### src/logic/rst_wdt_pkg.sv
// constants for the reset and watchdog controller
package rst_wdt_pkg;

  // clock and timing
  localparam int unsigned CLK_HZ            = 10_000_000;
  localparam int unsigned MIN_EXT_PULSE_NS  = 1000;
  localparam int unsigned MIN_EXT_CYC       =
    (MIN_EXT_PULSE_NS * (CLK_HZ / 1_000_000) + 999) / 1000;
  localparam int unsigned RC_OSC_HZ         = 2_000_000;
  localparam int unsigned WDT_RST_CYC       = CLK_HZ / RC_OSC_HZ;
  localparam int unsigned SW_RST_CYC        = 2;

  // release sequence stage lengths in clk cycles
  localparam int unsigned RST_DELAY_CYC     = 64;
  localparam int unsigned OSC_START_CYC     = 32;
  localparam int unsigned OSC_CAL_CYC       = 16;

  // watchdog: 1 kHz tick from the 10 MHz clock
  localparam int unsigned WDT_TICK_HZ       = 1000;
  localparam int unsigned WDT_TICK_CYC      = CLK_HZ / WDT_TICK_HZ;
  localparam int unsigned WDT_NUM_PER       = 11;

  // reset source bit positions
  localparam int unsigned SRC_POR  = 0;
  localparam int unsigned SRC_EXT  = 1;
  localparam int unsigned SRC_BRN  = 2;
  localparam int unsigned SRC_WDT  = 3;
  localparam int unsigned SRC_DBG  = 4;
  localparam int unsigned SRC_SW   = 5;
  localparam int unsigned NUM_SRC  = 6;

  // reset values
  localparam logic [15:0] RST_VEC_DEFAULT = 16'h0000;
  localparam logic [3:0]  WDT_PER_RESET   = 4'h0;
  localparam logic [3:0]  WDT_WIN_RESET   = 4'h0;

  // release sequence states
  typedef enum logic [2:0] {
    ST_HOLD  = 3'b000,
    ST_DELAY = 3'b001,
    ST_OSC   = 3'b010,
    ST_CAL   = 3'b011,
    ST_RUN   = 3'b100
  } seq_state_t;

  // timeout period in 1 kHz ticks: 8 ms doubling up to 8 s
  function automatic logic [13:0] wdt_ticks(input logic [3:0] sel);
    logic [3:0] s;
    s = (sel > 4'ha) ? 4'ha : sel;
    wdt_ticks = 14'(14'h0008 << s);
  endfunction

endpackage

### src/logic/watchdog_timer.sv
// watchdog timer with normal and window modes
`timescale 1ns/100ps
module watchdog_timer
  import rst_wdt_pkg::*;
(
  // clock and reset
  input  wire logic        clk_i,
  input  wire logic        rst_n_i,
  // 1 kHz tick and configuration
  input  wire logic        tick_i,
  input  wire logic        enable_i,
  input  wire logic        window_en_i,
  input  wire logic [3:0]  period_i,
  input  wire logic [3:0]  window_i,
  input  wire logic        restart_i,
  // reset request pulse
  output logic             wdt_rst_o
);

  logic [13:0] count_r;
  logic [13:0] count_nxt;
  logic [$clog2(WDT_RST_CYC+1)-1:0] pulse_r;
  logic        expired;
  logic        early;
  logic        fire;
  logic        win_open;

  // window is closed until the window period has elapsed
  assign win_open  = count_r >= wdt_ticks(window_i);
  assign expired   = enable_i && tick_i &&
                     (count_r + 14'h0001 >= wdt_ticks(period_i));
  assign early     = enable_i && window_en_i && restart_i &&
                     !win_open;
  assign fire      = expired || early;
  assign count_nxt = (!enable_i || restart_i || fire) ? 14'h0000 :
                     tick_i ? count_r + 14'h0001 : count_r;

  // count of 1 kHz ticks since last restart
  always_ff @(posedge clk_i or negedge rst_n_i)
  begin
    if (!rst_n_i)
      count_r <= 14'h0000;
    else
      count_r <= count_nxt;
  end

  // stretch request to one 2 MHz period
  always_ff @(posedge clk_i or negedge rst_n_i)
  begin
    if (!rst_n_i)
      pulse_r <= '0;
    else if (fire)
      pulse_r <= ($clog2(WDT_RST_CYC+1))'(WDT_RST_CYC);
    else if (pulse_r != '0)
      pulse_r <= pulse_r - 1'b1;
  end

  assign wdt_rst_o = (pulse_r != '0);

endmodule // watchdog_timer

### src/logic/reset_and_watchdog_control.sv
// reset controller with sources, release sequence and watchdog
`timescale 1ns/100ps
module reset_and_watchdog_control
  import rst_wdt_pkg::*;
#(
  parameter logic [15:0] BOOT_START = 16'h4000
)
(
  // clock and power-on reset
  input  wire logic                clk_i,
  input  wire logic                rst_n_i,
  // analog reset sources
  input  wire logic                power_on_threshold_low_i,
  input  wire logic                brownout_detect_i,
  input  wire logic                brownout_detect_enable_i,
  input  wire logic                chip_erase_i,
  input  wire logic                ext_reset_n_i,
  // debug programming port
  input  wire logic                debug_programming_port_en_i,
  input  wire logic                debug_programming_port_rst_i,
  // software control
  input  wire logic                sw_reset_wr_i,
  input  wire logic [NUM_SRC-1:0]  status_clr_i,
  input  wire logic                boot_reloc_i,
  // watchdog configuration
  input  wire logic                watchdog_restart_instruction_i,
  input  wire logic                wdt_unlock_i,
  input  wire logic                wdt_cfg_wr_i,
  input  wire logic                wdt_enable_i,
  input  wire logic                wdt_window_en_i,
  input  wire logic [3:0]          wdt_period_i,
  input  wire logic [3:0]          wdt_window_i,
  input  wire logic                wdt_lock_fuse_i,
  // outputs
  output logic                     sys_rst_n_o,
  output logic                     pins_hiz_o,
  output logic [15:0]              reset_vector_o,
  output logic [NUM_SRC-1:0]       reset_status_o,
  output logic                     rc2m_select_o,
  output logic                     other_clocks_off_o,
  output logic                     brownout_force_o,
  output logic                     wdt_enabled_o,
  output logic [1:0]               seq_stage_o
);

  // -------------------------------------------------------------
  // reset synchroniser
  // -------------------------------------------------------------
  logic rst_s1_r;
  logic rst_s2_r;

  // two-flop release of the power-on reset
  always_ff @(posedge clk_i or negedge rst_n_i)
  begin
    if (!rst_n_i)
    begin
      rst_s1_r <= 1'b0;
      rst_s2_r <= 1'b0;
    end
    else
    begin
      rst_s1_r <= 1'b1;
      rst_s2_r <= rst_s1_r;
    end
  end

  // -------------------------------------------------------------
  // reset sources
  // -------------------------------------------------------------
  logic [$clog2(MIN_EXT_CYC+1)-1:0] ext_cnt_r;
  logic                             ext_req_r;
  logic [1:0]                       sw_cnt_r;
  logic                             sw_req_r;
  logic                             wdt_req;
  logic                             brn_active;
  logic                             brn_req;
  logic [NUM_SRC-1:0]               src_req;
  logic                             any_req;

  // brownout forced on when disabled but erase or debug active
  assign brn_active = brownout_detect_enable_i || chip_erase_i ||
                      debug_programming_port_en_i;
  assign brn_req    = brn_active && brownout_detect_i;

  // external pin must stay low for the minimum pulse
  always_ff @(posedge clk_i or negedge rst_s2_r)
  begin
    if (!rst_s2_r)
    begin
      ext_cnt_r <= '0;
      ext_req_r <= 1'b0;
    end
    else if (ext_reset_n_i)
    begin
      ext_cnt_r <= '0;
      ext_req_r <= 1'b0;
    end
    else if (ext_cnt_r ==
             ($clog2(MIN_EXT_CYC+1))'(MIN_EXT_CYC - 1))
      ext_req_r <= 1'b1;
    else
      ext_cnt_r <= ext_cnt_r + 1'b1;
  end

  // software request stands a fixed time, then drops so release can start
  always_ff @(posedge clk_i or negedge rst_s2_r)
  begin
    if (!rst_s2_r)
    begin
      sw_cnt_r <= 2'h0;
      sw_req_r <= 1'b0;
    end
    else if (sw_req_r)
    begin
      if (sw_cnt_r == 2'(SW_RST_CYC - 1))
        sw_req_r <= 1'b0;
      sw_cnt_r <= sw_cnt_r + 2'h1;
    end
    else if (sw_reset_wr_i)
    begin
      sw_cnt_r <= 2'h0;
      sw_req_r <= 1'b1;
    end
  end

  assign src_req[SRC_POR] = power_on_threshold_low_i;
  assign src_req[SRC_EXT] = ext_req_r;
  assign src_req[SRC_BRN] = brn_req;
  assign src_req[SRC_WDT] = wdt_req;
  assign src_req[SRC_DBG] = debug_programming_port_rst_i;
  assign src_req[SRC_SW]  = sw_req_r;
  assign any_req          = |src_req;

  // -------------------------------------------------------------
  // asynchronous reset assertion
  // -------------------------------------------------------------
  logic req_s1_r;
  logic req_s2_r;
  logic core_rst_n;

  // any request forces the release logic asynchronously
  assign core_rst_n = rst_s2_r && !any_req;

  // synchronise the release of the combined request
  always_ff @(posedge clk_i or negedge core_rst_n)
  begin
    if (!core_rst_n)
    begin
      req_s1_r <= 1'b0;
      req_s2_r <= 1'b0;
    end
    else
    begin
      req_s1_r <= 1'b1;
      req_s2_r <= req_s1_r;
    end
  end

  // -------------------------------------------------------------
  // release sequence
  // -------------------------------------------------------------
  seq_state_t  state_r;
  seq_state_t  state_nxt;
  logic [7:0]  stage_cnt_r;
  logic        stage_done;
  logic [7:0]  stage_len;

  assign stage_len  = (state_r == ST_DELAY) ? 8'(RST_DELAY_CYC) :
                      (state_r == ST_OSC)   ? 8'(OSC_START_CYC) :
                                              8'(OSC_CAL_CYC);
  assign stage_done = (stage_cnt_r == stage_len - 8'h01);

  // next stage of the release
  always_comb
  begin
    state_nxt = state_r;
    case (state_r)
      ST_HOLD:  state_nxt = req_s2_r ? ST_DELAY : ST_HOLD;
      ST_DELAY: state_nxt = stage_done ? ST_OSC : ST_DELAY;
      ST_OSC:   state_nxt = stage_done ? ST_CAL : ST_OSC;
      ST_CAL:   state_nxt = stage_done ? ST_RUN : ST_CAL;
      ST_RUN:   state_nxt = ST_RUN;
      default:  state_nxt = ST_HOLD;
    endcase
  end

  // state held in hold while any request is active
  always_ff @(posedge clk_i or negedge core_rst_n)
  begin
    if (!core_rst_n)
      state_r <= ST_HOLD;
    else
      state_r <= state_nxt;
  end

  // stage cycle counter
  always_ff @(posedge clk_i or negedge core_rst_n)
  begin
    if (!core_rst_n)
      stage_cnt_r <= 8'h00;
    else if (state_r != state_nxt)
      stage_cnt_r <= 8'h00;
    else if (state_r != ST_RUN && state_r != ST_HOLD)
      stage_cnt_r <= stage_cnt_r + 8'h01;
  end

  // -------------------------------------------------------------
  // outputs of the sequencer
  // -------------------------------------------------------------
  logic running;
  assign running = (state_r == ST_RUN);

  // outputs from flops, loaded asynchronously with reset values (pins_hiz_o, rc2m_select_o, other_clocks_off_o to 1)
  always_ff @(posedge clk_i or negedge core_rst_n)
  begin
    if (!core_rst_n)
    begin
      sys_rst_n_o        <= 1'b0;
      pins_hiz_o         <= 1'b1;
      rc2m_select_o      <= 1'b1;
      other_clocks_off_o <= 1'b1;
      seq_stage_o        <= 2'h0;
    end
    else
    begin
      sys_rst_n_o        <= running;
      pins_hiz_o         <= !running;
      rc2m_select_o      <= 1'b1;
      other_clocks_off_o <= 1'b1;
      seq_stage_o        <= state_r[1:0];
    end
  end

  // vector chosen while in reset
  always_ff @(posedge clk_i or negedge rst_s2_r)
  begin
    if (!rst_s2_r)
      reset_vector_o <= RST_VEC_DEFAULT;
    else if (!running)
      reset_vector_o <= boot_reloc_i ? BOOT_START
                                     : RST_VEC_DEFAULT;
  end

  // brownout force indication
  always_ff @(posedge clk_i or negedge rst_s2_r)
  begin
    if (!rst_s2_r)
      brownout_force_o <= 1'b0;
    else
      brownout_force_o <= !brownout_detect_enable_i && brn_active;
  end

  // -------------------------------------------------------------
  // reset status flags
  // -------------------------------------------------------------
  logic [NUM_SRC-1:0] status_nxt;
  logic [NUM_SRC-1:0] src_hit;

  assign src_hit    = src_req | {{(NUM_SRC-1){1'b0}}, !rst_s2_r};
  assign status_nxt = (reset_status_o & ~status_clr_i) |
                      src_hit;

  // only power-on reset or status_clr_i clears the flags
  always_ff @(posedge clk_i or negedge rst_n_i)
  begin
    if (!rst_n_i)
      reset_status_o <= 6'h01;
    else
      reset_status_o <= status_nxt;
  end

  // -------------------------------------------------------------
  // protected watchdog configuration
  // -------------------------------------------------------------
  logic       cfg_en_r;
  logic       cfg_win_r;
  logic [3:0] cfg_per_r;
  logic [3:0] cfg_wsel_r;
  logic       cfg_ok;

  assign cfg_ok = wdt_cfg_wr_i && wdt_unlock_i && !wdt_lock_fuse_i;

  // settings load only through unlock, never under fuse lock
  always_ff @(posedge clk_i or negedge rst_s2_r)
  begin
    if (!rst_s2_r)
    begin
      cfg_en_r   <= 1'b0;
      cfg_win_r  <= 1'b0;
      cfg_per_r  <= WDT_PER_RESET;
      cfg_wsel_r <= WDT_WIN_RESET;
    end
    else if (cfg_ok)
    begin
      cfg_en_r   <= wdt_enable_i;
      cfg_win_r  <= wdt_window_en_i;
      cfg_per_r  <= wdt_period_i;
      cfg_wsel_r <= wdt_window_i;
    end
  end

  // enabled flag mirror
  always_ff @(posedge clk_i or negedge rst_s2_r)
  begin
    if (!rst_s2_r)
      wdt_enabled_o <= 1'b0;
    else
      wdt_enabled_o <= cfg_en_r;
  end

  // -------------------------------------------------------------
  // 1 kHz tick divider and watchdog
  // -------------------------------------------------------------
  logic [$clog2(WDT_TICK_CYC)-1:0] div_r;
  logic                            tick;

  assign tick = (div_r == ($clog2(WDT_TICK_CYC))'(WDT_TICK_CYC - 1));

  // free-running divider, unaffected by sleep
  always_ff @(posedge clk_i or negedge rst_s2_r)
  begin
    if (!rst_s2_r)
      div_r <= '0;
    else
      div_r <= tick ? '0 : div_r + 1'b1;
  end

  watchdog_timer u_wdt (
    .clk_i       (clk_i),
    .rst_n_i     (rst_s2_r),
    .tick_i      (tick),
    .enable_i    (cfg_en_r),
    .window_en_i (cfg_win_r),
    .period_i    (cfg_per_r),
    .window_i    (cfg_wsel_r),
    .restart_i   (watchdog_restart_instruction_i && running),
    .wdt_rst_o   (wdt_req)
  );

endmodule // reset_and_watchdog_control

### config.mk
export PLATFORM = sky130hd
export DESIGN_NAME = reset_and_watchdog_control
export DESIGN_NICKNAME = d
export VERILOG_FILES = /design/src/logic/rst_wdt_pkg.sv /design/src/logic/watchdog_timer.sv /design/src/logic/reset_and_watchdog_control.sv
export SDC_FILE = /design/constraint.sdc
export NUM_CORES = 1
export LEC_CHECK = 0
export BUFFER_PORTS_ARGS = -buffer_cell sky130_fd_sc_hd__buf_2
export CAP_MARGIN = 10
export CORE_ASPECT_RATIO = 0.9
export CORE_MARGIN = 2
export CORE_UTILIZATION = 58
export DETAILED_ROUTE_END_ITERATION = 7
export PLACE_DENSITY = 0.8
export SLEW_MARGIN = 20
export SYNTH_ARGS = -nofsm -noshare
export SYNTH_HDL_FRONTEND = slang
export SYNTH_SLANG_ARGS = --single-unit
export TNS_END_PERCENT = 1
### constraint.sdc
create_clock -name clk_i -period 2.69 [get_ports clk_i]
set_clock_uncertainty 0.2 [all_clocks]
set_input_delay 0.4035 -clock clk_i [delete_from_list [all_inputs] [get_ports clk_i]]
set_output_delay 0.4035 -clock clk_i [all_outputs]
set_load 0.03 [all_outputs]
# Yosys cells after proc, flatten, opt, wreduce, memory -nomap -nowiden
# Index checks and enable logic that the tools add are counted.
[op_classes] n_shift=2 n_reduce_logical=33 bitwise=4 magnitude_cmp=4 n_eq_ne=11 n_addsub=7 mux=26
[op_table] cell="$mux 14" count=3
[op_table] cell="$add 14x1->14 const B" count=2
[op_table] cell="$ge 14x14->1" count=2
[op_table] cell="$shl 4x4->14 const A" count=2
[op_table] cell="$mux 4" count=4
[op_table] cell="$mux 8" count=2
[op_table] cell="$mux 15" count=1
[op_table] cell="$pmux 3 s5" count=1
[op_table] cell="$eq 14x14->1 const B" count=1
[op_table] cell="$logic_and 1x1->1" count=12
[op_table] cell="$reduce_bool 2->1" count=5
[op_table] cell="$mux 3" count=3
[op_table] cell="$add 8x1->8 const B" count=1
[op_table] cell="$eq 8x8->1" count=1
[op_table] cell="$gt 4x4->1 const B" count=2
[op_table] cell="$sub 7x1->8 const B" count=1
[op_table] cell="$logic_not 1->1" count=7
[op_table] cell="$mux 1" count=7
[op_table] cell="$mux 7" count=1
[op_table] cell="$and 6x6->6" count=1
[op_table] cell="$eq 3x2->1 const B" count=2
[op_table] cell="$mux 2" count=3
[op_table] cell="$mux 6" count=1
[op_table] cell="$not 6->6" count=1
[op_table] cell="other kinds (16)" count=21
[totals] output_inout_bits=30 inputBits=31 register_bits=92

# Logic depth before layout (Yosys ltp)
# Gate-level depths: netlist of run 1.
[logic_depth] depth_word=9 mapped_depth=11 ltp_nobuf=10

# Cells and area by module
# Synthesis of run 1 repeated with hierarchy kept, for this count alone.
[hier_totals] hier_cells=450 hier_area_um2=4490.6
[modules_own_cells] module="reset_and_watchdog_control" area_each_um2=2733.9 n_inst=1 cells_per_inst=239
[modules_own_cells] module="watchdog_timer" area_each_um2=1756.7 n_inst=1 cells_per_inst=211

# Least setup slack after synthesis of run 1
# Ideal clock, no wire load.
[synth_path] path_type="register to register" startpoint="register u_wdt.count_r[0]" endpoint="register u_wdt.count_r[13]" t_arrival_ns=2.728 slack_ns=-0.332 stages_incl_launch_ff=12 synth_period_minus_slack_ns=3.022 setup_time_ns=0.094 n_path_buf=2 path_cell_list="dfrtp_1 nand3_1 or4_1 clkbuf_1 nor2_1 xor2_1 ha_1 and2_0 a221oi_1 o221ai_1 buf_4 a211oi_1"
[synth_via] elab_chain_cells=6 elab_cells_between_ends=11
[synth_lines] element="start: declaration" line_no="watchdog_timer.sv:20" source="logic [13:0] count_r;"
[synth_lines] element="start signal: assignment" line_no="watchdog_timer.sv:44" source="count_r <= count_nxt;"
[synth_lines] element="$add 14x1->14 / $ge 14x14->1 (equally long branches)" line_no="watchdog_timer.sv:31, watchdog_timer.sv:36, watchdog_timer.sv:29"
[synth_lines] element="$ge 14x14->1 / $logic_not 1->1 (equally long branches)" line_no="watchdog_timer.sv:31, watchdog_timer.sv:33"
[synth_lines] element="$logic_and 1x1->1, on equally long branches" line_no="watchdog_timer.sv:30, watchdog_timer.sv:32"
[synth_lines] element="$logic_or 1x1->1" line_no="watchdog_timer.sv:34" source="assign fire = expired || early;"
[synth_lines] element="$logic_or 1x1->1" line_no="watchdog_timer.sv:35" source="assign count_nxt = (!enable_i || restart_i || fire) ? 14'h0000 :"
[synth_lines] element="$mux 14 / $reduce_bool 2->1 (equally long branches)"
# Several ways; a longest one is shown, not always the timed one. The select of a mux whose other input is x is not followed.
# A chain may end at the register's enable or synchronous reset.

# Worst setup path after layout of run 1
[layout_path] startpoint="register u_wdt.count_r[3]" endpoint="register u_wdt.count_r[12]"
# Same word-level chain as after synthesis.

==> results.md, run 1 <==
- IO Count: 61
- Largest net degree at the start of global routing: 53
- DIE AREA: 8450 um2
- Rows: 30
- Area of the multi-input gates: 2450 um2
- Slew Limit Fails: 0
- Fmax: 0.356 GHz
- Layout cell share with drive strength beyond 1: 0.264
- Detailed-route via count: 3594
- Number of diodes: 0
- IO Port Bufs: 43
- CTS tree: done
- Pwr dens: 585 nW/um2
- Dpl cell area: 4960 um2
- Slack of the critical path: -0.116 ns
- Final worst-path cycle share: 1.04
- Share of the synthesized area in the top cell type: 0.418
- Data required time of the worst path: 2.75 ns
- Synthesized flop and latch total: 77
- First-pass GRT wire length: 16000 um
- Root Driver: clkbuf_8
- Post-CTS Setup Bufs: 0
- Yosys warnings: 0
- Clk_lat worst skew: 0.35 ns
- Post-synth top area cell: dfrtp_1
- Slew Limit Headroom: 0.524
- # DRC: 0
- Syn_area_per_cell: 10.1 um2
- Seq. cell area: 1930 um2
- Total wire length: 9490 um
- Setup repair after global routing missed its margin: true
- Post-Synth Adder-Cell Area: 0.0865
- Simple logic cell fraction of the synthesized area: 0.191
- Most frequent cell after synthesis: dfrtp_1
- Area delta synth->final: 16.6%
- Violation count after the first detailed-route iteration: 158
- Largest family of logic cells by synthesized area: simple AND/OR/NAND/NOR gates
- Slew at the pin with the worst max-slew slack: 0.705 ns
- Post-synth top flop: dfrtp_1
- Final std cell area, no fill: 5230 um2
- Fillers: 532
- MaxCap Viol Count: 0
- Die Y: 87.4 um
- Synth Instances: 446
- Leakage power: 2.37 nW
- DP HPWL: 6820 um
- Post-layout minimum cycle time: 2.81 ns
- Post-synthesis compound-gate area fraction: 0.118
- Netlist Area Pre-Place: 4490 um2
- Crit end category: flop
- Final setup vio count: 17
- H-tree level count: 3
- CTS max path bufs: 2
- Mux share of post-synthesis cell area: 0.0480
- Drt first pass iters: 5
- All-Layer GR Usage: 0.231
- Clock sink count: 77
- Worst-path clk slew: 0.08 ns
- Grt ovf: 0
- CTS Buf Count: 9
- Post-Route Setup TNS: -1.51 ns
- Vias per inst: 5.82
- Synth top area cells: dfrtp_1 (42%), ha_1 (8.6%), xnor2_1 (3.7%), nand2_1 (3.3%), buf_4 (3.0%)
- Antenna violations before repair: 0
- NumNets Final: 579
- Critical Path AT: 2.86 ns
- Status: complete, but fails checks
- WS Path Type: reg2reg
- Die extent in x: 96.7 um
- Failing checks: negative setup slack
- Drt wl/cell: 15.3 um
- Hold WC Path Type: in2reg
- Worst setup SP type: flop
- Placer Congestion: 0.935
- Initial Util: 0.597
- Ys async rst share: 1.00
- Crit Path Max Fanout: 14
- Post-synthesis sequential area ratio: 0.430
- Final hold violation count: 0
- Core box area: 7510 um2
- EDFF count, synth: 0
- Synth cell count leaders: dfrtp_1 (75), nand2_1 (40), ha_1 (31)
- Post-synth cell types: 55
- Total power: 3.06 mW
- Max VDD drop: 0.000242 V
- Vias in the first global route: 3565
- XOR/XNOR share of the synthesized area: 0.0625
- Antenna-violating nets left: 0
## cell type report
| cell class | instances | share of cell area |
|---|---|---|
| Timing Repair Buffer | 76 | 0.0933 |
| Clock buffer | 10 | 0.0244 |
| Sequential cell | 77 | 0.369 |
| Tap cell | 96 | 0.0230 |
| Inverter | 18 | 0.0129 |
| Multi-Input combinational cell | 335 | 0.469 |
| Clock inverter | 6 | 0.00766 |
## state kept, by name, summed over array words and instances, names as in the netlist, 2 cells and up
register / count
u_wdt.pulse_r: 3
ext_cnt_r: 4
div_r: 14
cfg_per_r: 4
sw_cnt_r: 2
state_r: 3
cfg_wsel_r: 4
reset_status_o: 6
u_wdt.count_r: 14
seq_stage_o: 2
stage_cnt_r: 8
## cells in the final DEF (no fill, tap or decap), types with 4 or more instances in the layout
cell type and instances:
a21oi_1 18, a211oi_2 12, mux2_2 12, buf_2 43, conb_1 19, nand3_1 13
o21ai_0 17, clkbuf_8 9, nor3_1 4, xnor2_1 19, buf_4 28, and4_1 5
or4_1 5, nand2_1 39, inv_1 18, nor2b_1 10, and3_1 6, o31ai_1 7
mux2i_1 8, xor2_1 12, nand4_1 10, or3_1 9, nor2_1 25, ha_1 30
a21o_1 5, dfrtp_1 74
## kinds of logic after synthesis
kind of cell,count (synthesis)
buf+inv,51
mux,20
xor+xnor,32
other cells,2
fa+ha+maj,31
simple gates,157
compound gates,76
flops,77
## worst max-delay path, cell delays in order, from the launching register on
cell      delay [ns]
dfrtp_1         0.38
nand2_2         0.07
or4_4           0.56
nor2_2          0.11
xor2_1          0.16
ha_1            0.28
and2_4          0.16
a221oi_2        0.29
o221ai_2        0.17
buf_12          0.18
a211oi_2        0.15
## path summary, 6_finish.rpt
path                                                from           endpoint  slack [ns]  cells after the start
worst min register to register                  req_s1_r           req_s2_r        0.16                      0
worst max-delay path                    u_wdt.count_r[3]  u_wdt.count_r[12]       -0.12                     10
min in group asynchronous              brownout_detect_i           req_s1_r        0.08                      4
worst max register to register          u_wdt.count_r[3]  u_wdt.count_r[12]       -0.12                     10
max in group asynchronous               u_wdt.pulse_r[0]         pins_hiz_o        1.13                      5
worst min-delay path            brownout_detect_enable_i   brownout_force_o        0.02                      2
## power breakdown
group	switching [mW]	total, mW	internal (mW)
clock	0.440	0.775	0.335
combinational	0.443	0.795	0.352
sequential	0.165	1.49	1.33
## stage by stage
step / util / hold WS [ns] / setup slack, ns / instances
after floorplan: - / -0.0921 / -0.162 / 463
after global placement: 0.660 / 0.0521 / -0.0823 / 600
after detailed placement: 0.660 / 0.0573 / -0.173 / 600
after CTS: 0.691 / 0.00393 / -0.133 / 618
after global routing: 0.697 / 0.0131 / -0.245 / 618
final: 0.697 / 0.0166 / -0.116 / 618
## repair_timing
item / 4_1_cts / 5_1_grt
hold endpoints to repair: 9 / 0
hold buffers: 2 / 0
endpoints found under the setup margin: 17 / 17
pin swaps: 7 / 4
resized for setup: 10 / 8
## layer usage
layer / track usage / vias to the layer above / part of all wire
met1: 0.286 / 1757 / 0.44
met4: 0.0948 / 0 / 0.018
met3: 0.0369 / 16 / 0.048
li1: - / 1703 / -
met5: 0 / - / 0
met2: 0.410 / 118 / 0.50
Power figures use the tool's default switching activity.
==> inputs of run 2 (changes only) <==
--- a/config.mk
+++ b/config.mk
@@ -11,7 +11,9 @@
 export CORE_MARGIN = 2
 export CORE_UTILIZATION = 58
 export DETAILED_ROUTE_END_ITERATION = 7
-export PLACE_DENSITY = 0.8
+export HOLD_SLACK_MARGIN = 0.12
+export PLACE_DENSITY = 0.91
+export SKIP_CTS_REPAIR_TIMING = 1
 export SLEW_MARGIN = 20
 export SYNTH_ARGS = -nofsm -noshare
 export SYNTH_HDL_FRONTEND = slang
==> results.md, run 2 (synthesized netlist as in run 1, its figures left out) <==
- Layout cell share with drive strength beyond 1: 0.243 (was 0.264)
- Failing checks: negative setup slack (unchanged)
- NumNets Final: 600 (was 579)
- H-tree level count: 3 (unchanged)
- CP Cell Sequence: nand2_1 -> or4_4 -> nor2_4 -> xor2_1 -> ha_1 -> and2_4 -> nand4_1 -> a311oi_4 -> buf_6 -> nor3_1 (was nand2_2 -> or4_4 -> nor2_2 -> xor2_1 -> ha_1 -> and2_4 -> a221oi_2 -> o221ai_2 -> buf_12 -> a211oi_2)
- Final setup vio count: 17 (unchanged)
- Antenna-violating nets left: 0 (unchanged)
- Setup repair after global routing missed its margin: true (unchanged)
- Slowest-stage cell, CP: or4_4 (unchanged)
- Crit end category: flop (unchanged)
- Antenna violations before repair: 0 (unchanged)
- Total power: 3.30 mW (was 3.06 mW)
- First-pass GRT wire length: 16300 um (was 16000 um)
- Drt first pass iters: 7 (was 5)
- Fmax: 0.342 GHz (was 0.356 GHz)
- Post-Route Setup TNS: -3.66 ns (was -1.51 ns)
- Reg2reg setup slack: -0.23 ns (was -0.12 ns)
- Final hold violation count: 0 (unchanged)
- Hold Path Depth: 3 (was 2)
- Worst-path clk slew: 0.10 ns (was 0.08 ns)
- Worst setup SP type: flop (unchanged)
- Data required time of the worst path: 2.74 ns (was 2.75 ns)
- Number of diodes: 0 (unchanged)
- Placer Congestion: 0.851 (was 0.935)
- FF-to-FF path depth: 10 (unchanged)
- Slew Limit Fails: 0 (unchanged)
- # DRC: 0 (unchanged)
- Hold WC Path Type: in2reg (unchanged)
- Rows: 30 (unchanged)
- CTS tree: done (unchanged)
- IO Count: 61 (unchanged)
- Slew at the pin with the worst max-slew slack: 0.753 ns (was 0.705 ns)
- Crit Path Max Fanout: 8 (was 14)
- Total wire length: 10900 um (was 9490 um)
- CTS max path bufs: 2 (unchanged)
- DP Cell Count: 597 (was 600)
- Worst hold endpoint: reset_status_o[4] (was brownout_force_o)
- Clk_lat worst skew: 0.37 ns (was 0.35 ns)
- Initial Util: 0.597 (unchanged)
- Die Y: 87.4 um (unchanged)
- CTS Buf Count: 9 (unchanged)
- CP peak stage delay: 0.59 ns (was 0.56 ns)
- Vias per inst: 5.92 (was 5.82)
- Die extent in x: 96.7 um (unchanged)
- Critical Path AT: 2.97 ns (was 2.86 ns)
- Core box area: 7510 um2 (unchanged)
- DP HPWL: 7000 um (was 6820 um)
- Max VDD drop: 0.000319 V (was 0.000242 V)
- Status: complete, but fails checks (unchanged)
- Drt wl/cell: 17.0 um (was 15.3 um)
- WS Path Type: reg2reg (unchanged)
- Final std cells w/o fill: 639 (was 618)
- Clock sink count: 77 (unchanged)
- Vias in the first global route: 3509 (was 3565)
- Commonest cells after routing, fill and taps aside: dfrtp_1 (74), buf_2 (43), nand2_1 (40), ha_1 (31), buf_4 (29) (was dfrtp_1 (74), buf_2 (43), nand2_1 (39), ha_1 (30), buf_4 (28))
- Detailed-route via count: 3780 (was 3594)
- Largest net degree at the start of global routing: 53 (unchanged)
- Slew Limit Headroom: 0.498 (was 0.524)
- Root Driver: clkbuf_8 (unchanged)
- Leakage power: 2.47 nW (was 2.37 nW)
- Largest regs: div_r (14), u_wdt.count_r (14), stage_cnt_r (8) (unchanged)
- Grt ovf: 0 (unchanged)
- MaxCap Viol Count: 0 (unchanged)
- Final worst-path cycle share: 1.09 (was 1.04)
- Reg-to-Reg Start: u_wdt.count_r[6] (was u_wdt.count_r[3])
- Commonest non-fill, non-tap cell in the layout: dfrtp_1 (unchanged)
- Slack of the critical path: -0.232 ns (was -0.116 ns)
- Pwr dens: 607 nW/um2 (was 585 nW/um2)
- All-Layer GR Usage: 0.241 (was 0.231)
- Violation count after the first detailed-route iteration: 304 (was 158)
- FF-to-FF End: u_wdt.count_r[0] (was u_wdt.count_r[12])
- IO Port Bufs: 43 (unchanged)
- Post-layout minimum cycle time: 2.92 ns (was 2.81 ns)
- DIE AREA: 8450 um2 (unchanged)
- Area delta synth->final: 21.3% (was 16.6%)
- Critical hold path startpoint: status_clr_i[4] (was brownout_detect_enable_i)
run 2: changes by cell type in the layout (fill, tap and decap cells not counted), sizes merged:
| cell | change |
|---|---|
| dlygate4sd3 | +21 |
| clkbuf | -1 |
| inv | +2 |
| bufinv | +1 |
| clkinv | -2 |
run 2: worst max-delay path by stage:
stage / start / to / slack, ns
CTS: u_wdt.count_r[3] / u_wdt.count_r[1] / -0.26
floorplan: u_wdt.count_r[4] / u_wdt.count_r[12] / -0.16
global route: u_wdt.count_r[6] / u_wdt.count_r[5] / -0.30
detailed placement: u_wdt.count_r[3] / u_wdt.count_r[0] / -0.17
finish: u_wdt.count_r[6] / u_wdt.count_r[0] / -0.23
global placement: u_wdt.count_r[4] / u_wdt.count_r[10] / -0.03
run 2: per-stage QoR:
| step | utilization | worst slack [ns] | hold slack, ns | cell area (um2) |
|---|---|---|---|---|
| floorplan | - | -0.162 | -0.0921 | 4590 |
| global placement | 0.656 | -0.0335 | 0.0529 | 4920 |
| detailed placement | 0.656 | -0.170 | 0.0527 | 4920 |
| CTS | 0.684 | -0.257 | -0.344 | 5140 |
| global route | 0.725 | -0.297 | 0.120 | 5440 |
| finish | 0.725 | -0.232 | 0.108 | 5440 |
run 2: critical path: cells and delay by family (launching register included):
family	cells	cell delay, ns
AND/OR/NAND/NOR	6	1.18
buffers and inverters	1	0.21
AO/OA/AOI/OAI	1	0.45
XOR/XNOR	1	0.08
adder cells (fa/ha/maj)	1	0.31
flip-flops	1	0.38
run 2: power breakdown:
part           switching, mW  total [mW]  internal, mW
clock                  0.512       0.963         0.451
sequential             0.170        1.49          1.33
combinational          0.471       0.844         0.373
total                   1.15        3.30          2.15
run 2: layer usage:
metal | share of wire | GRT usage | vias to the layer above
met5 | 0 | 0 | -
met4 | 0.036 | 0.110 | 0
met3 | 0.064 | 0.0449 | 55
met2 | 0.49 | 0.408 | 183
met1 | 0.41 | 0.303 | 1799
li1 | - | - | 1743
run 2: layout make-up:
class	instances	area, um2
clock buffers	9	124
clock inverters	7	91.3
fillers	466	2060
inverters	18	67.6
multi-input cells	335	2420
flip-flops and latches	77	1930
well taps	96	120
repair buffers	97	686
==> inputs of run 3 (changes only) <==
--- a/config.mk
+++ b/config.mk
@@ -13,6 +13,7 @@
 export DETAILED_ROUTE_END_ITERATION = 7
 export HOLD_SLACK_MARGIN = 0.12
 export PLACE_DENSITY = 0.91
+export REMOVE_ABC_BUFFERS = 1
 export SKIP_CTS_REPAIR_TIMING = 1
 export SLEW_MARGIN = 20
 export SYNTH_ARGS = -nofsm -noshare
==> results.md, run 3 (synthesized netlist as in run 1, its figures left out) <==
- Status: complete, but fails checks (unchanged)
- Failing checks: negative setup slack (unchanged)
- Violation count after the first detailed-route iteration: 423 (was 304)
- Commonest non-fill, non-tap cell in the layout: dfrtp_1 (unchanged)
- FF-to-FF path depth: 11 (was 10)
- Antenna-violating nets left: 0 (unchanged)
- Final setup vio count: 17 (unchanged)
- DP HPWL: 7060 um (was 7000 um)
- Reg-to-Reg Start: u_wdt.count_r[3] (was u_wdt.count_r[6])
- Fmax: 0.326 GHz (was 0.342 GHz)
- Data required time of the worst path: 2.73 ns (was 2.74 ns)
- Reg2reg setup slack: -0.37 ns (was -0.23 ns)
- Post-layout minimum cycle time: 3.06 ns (was 2.92 ns)
- Slew at the pin with the worst max-slew slack: 0.766 ns (was 0.753 ns)
- Slack of the critical path: -0.374 ns (was -0.232 ns)
- Total power: 3.49 mW (was 3.30 mW)
- Setup repair after global routing missed its margin: true (unchanged)
- Detailed-route via count: 4010 (was 3780)
- Final worst-path cycle share: 1.14 (was 1.09)
- MaxCap Viol Count: 0 (unchanged)
- DP Cell Count: 600 (was 597)
- Start point of the critical path: u_wdt.count_r[3] (was u_wdt.count_r[6])
- Leakage power: 2.55 nW (was 2.47 nW)
- Antenna violations before repair: 0 (unchanged)
- FF-to-FF End: u_wdt.count_r[4] (was u_wdt.count_r[0])
- Root Driver: clkbuf_8 (unchanged)
- # DRC: 0 (unchanged)
- DIE AREA: 8450 um2 (unchanged)
- Fillers: 454 (was 466)
- Die extent in x: 96.7 um (unchanged)
- WS Path Type: reg2reg (unchanged)
- CTS tree: done (unchanged)
- Slew Limit Fails: 0 (unchanged)
- Largest net degree at the start of global routing: 53 (unchanged)
- Area delta synth->final: 24.6% (was 21.3%)
- H-tree level count: 3 (unchanged)
- Layout cell share with drive strength beyond 1: 0.266 (was 0.243)
- Worst path most repeated cell: buf_12
- Max VDD drop: 0.000249 V (was 0.000319 V)
- Final std cells w/o fill: 644 (was 639)
- All-Layer GR Usage: 0.245 (was 0.241)
- Number of diodes: 0 (unchanged)
- Util after Layout: 0.745 (was 0.725)
- Largest regs: div_r (14), u_wdt.count_r (14), stage_cnt_r (8) (unchanged)
- Placer Congestion: 0.877 (was 0.851)
- Drt first pass iters: 8 (was 7)
- Clock sink count: 77 (unchanged)
- CTS max path bufs: 2 (unchanged)
- Pwr dens: 625 nW/um2 (was 607 nW/um2)
- Core box area: 7510 um2 (unchanged)
- Vias per inst: 6.23 (was 5.92)
- First-pass GRT wire length: 16700 um (was 16300 um)
- Initial Util: 0.597 (unchanged)
- Slew Limit Headroom: 0.483 (was 0.498)
- Die Y: 87.4 um (unchanged)
- Rows: 30 (unchanged)
- IO Count: 61 (unchanged)
- Critical Path AT: 3.10 ns (was 2.97 ns)
- Critical Path End: u_wdt.count_r[4] (was u_wdt.count_r[0])
- CP peak stage delay: 0.56 ns (was 0.59 ns)
- Commonest cells after routing, fill and taps aside: dfrtp_1 (74), buf_2 (43), nand2_1 (38), buf_4 (31), ha_1 (30) (was dfrtp_1 (74), buf_2 (43), nand2_1 (40), ha_1 (31), buf_4 (29))
- Hold WC Path Type: in2reg (unchanged)
- NumNets Final: 605 (was 600)
- Clk_lat worst skew: 0.36 ns (was 0.37 ns)
- Drt wl/cell: 19.2 um (was 17.0 um)
- IO Port Bufs: 43 (unchanged)
- Crit end category: flop (unchanged)
- Worst setup SP type: flop (unchanged)
- Worst-path clk slew: 0.08 ns (was 0.10 ns)
- Vias in the first global route: 3687 (was 3509)
- CTS Buf Count: 9 (unchanged)
- Total wire length: 12400 um (was 10900 um)
- CP Cell Sequence: nand2_2 -> or4_4 -> nor2_2 -> xor2_1 -> ha_1 -> and2_4 -> nand4_1 -> a311oi_4 -> buf_12 -> buf_12 -> a211oi_2 (was nand2_1 -> or4_4 -> nor2_4 -> xor2_1 -> ha_1 -> and2_4 -> nand4_1 -> a311oi_4 -> buf_6 -> nor3_1)
- Slowest-stage cell, CP: or4_4 (unchanged)
- Post-Route Setup TNS: -5.85 ns (was -3.66 ns)
- Grt ovf: 0 (unchanged)
- Final hold violation count: 0 (unchanged)
- Crit Path Max Fanout: 8 (unchanged)
run 3: cell types whose count changed in the layout (fill, tap and decap cells not counted), sizes merged:
cell         previous run  this run
inv                    21        19
clkinv                  2         0
dlygate4sd3            23        22
buf                    74        80
clkbuf                  9        11
bufinv                  1         3
run 3: cell type report:
type / count / area [um2] / share of cell area
Inverter: 18 / 67.6 / 0.0121
Clock buffer: 11 / 141 / 0.0253
Timing Repair Buffer: 102 / 762 / 0.136
Tap cell: 96 / 120 / 0.0215
Sequential cell: 77 / 1930 / 0.345
Clock inverter: 5 / 106 / 0.0190
Multi-Input combinational cell: 335 / 2460 / 0.440
run 3: critical path, delay by kind of cell, from the launching register on:
family / cells / cell delay (ns)
AO/OA/AOI/OAI: 2 / 0.43
XOR/XNOR: 1 / 0.09
adder cells (fa/ha/maj): 1 / 0.32
buffers and inverters: 2 / 0.30
flip-flops: 1 / 0.39
AND/OR/NAND/NOR: 5 / 1.21
run 3: stage by stage:
step | worst slack, ns | hold WS [ns] | cell area [um2]
2_1_floorplan | -0.459 | -0.0921 | 4340
3_3_place_gp | -0.141 | 0.0518 | 4940
3_5_place_dp | -0.286 | 0.0569 | 4940
4_1_cts | -0.349 | -0.333 | 5190
5_1_grt | -0.435 | 0.114 | 5590
6_report | -0.374 | 0.103 | 5590
run 3: metal layers:
layer,part of all wire,up-vias,track usage
met5,0,-,0
met4,0.043,0,0.138
met3,0.078,69,0.0522
met2,0.50,233,0.422
met1,0.38,1954,0.288
li1,-,1754,-
run 3: worst min-delay path by stage:
stage                           startpoint                 to  slack, ns  depth (start not counted)
2_1_floorplan                      rst_n_i  reset_status_o[1]      -0.09                          0
3_3_place_gp                       rst_n_i  reset_status_o[4]       0.05                          1
3_5_place_dp                       rst_n_i  reset_status_o[2]       0.06                          1
4_1_cts                            rst_n_i  reset_status_o[4]      -0.33                          1
5_1_grt                    status_clr_i[5]  reset_status_o[5]       0.11                          3
6_report       debug_programming_port_en_i   brownout_force_o       0.10                          3
run 3: power by group:
group / leakage [nW] / switching (mW) / total, mW / internal [mW]
Sequential: 0.980 / 0.183 / 1.51 / 1.33
Clock: 0.120 / 0.458 / 1.10 / 0.646
Combinational: 1.45 / 0.505 / 0.883 / 0.378
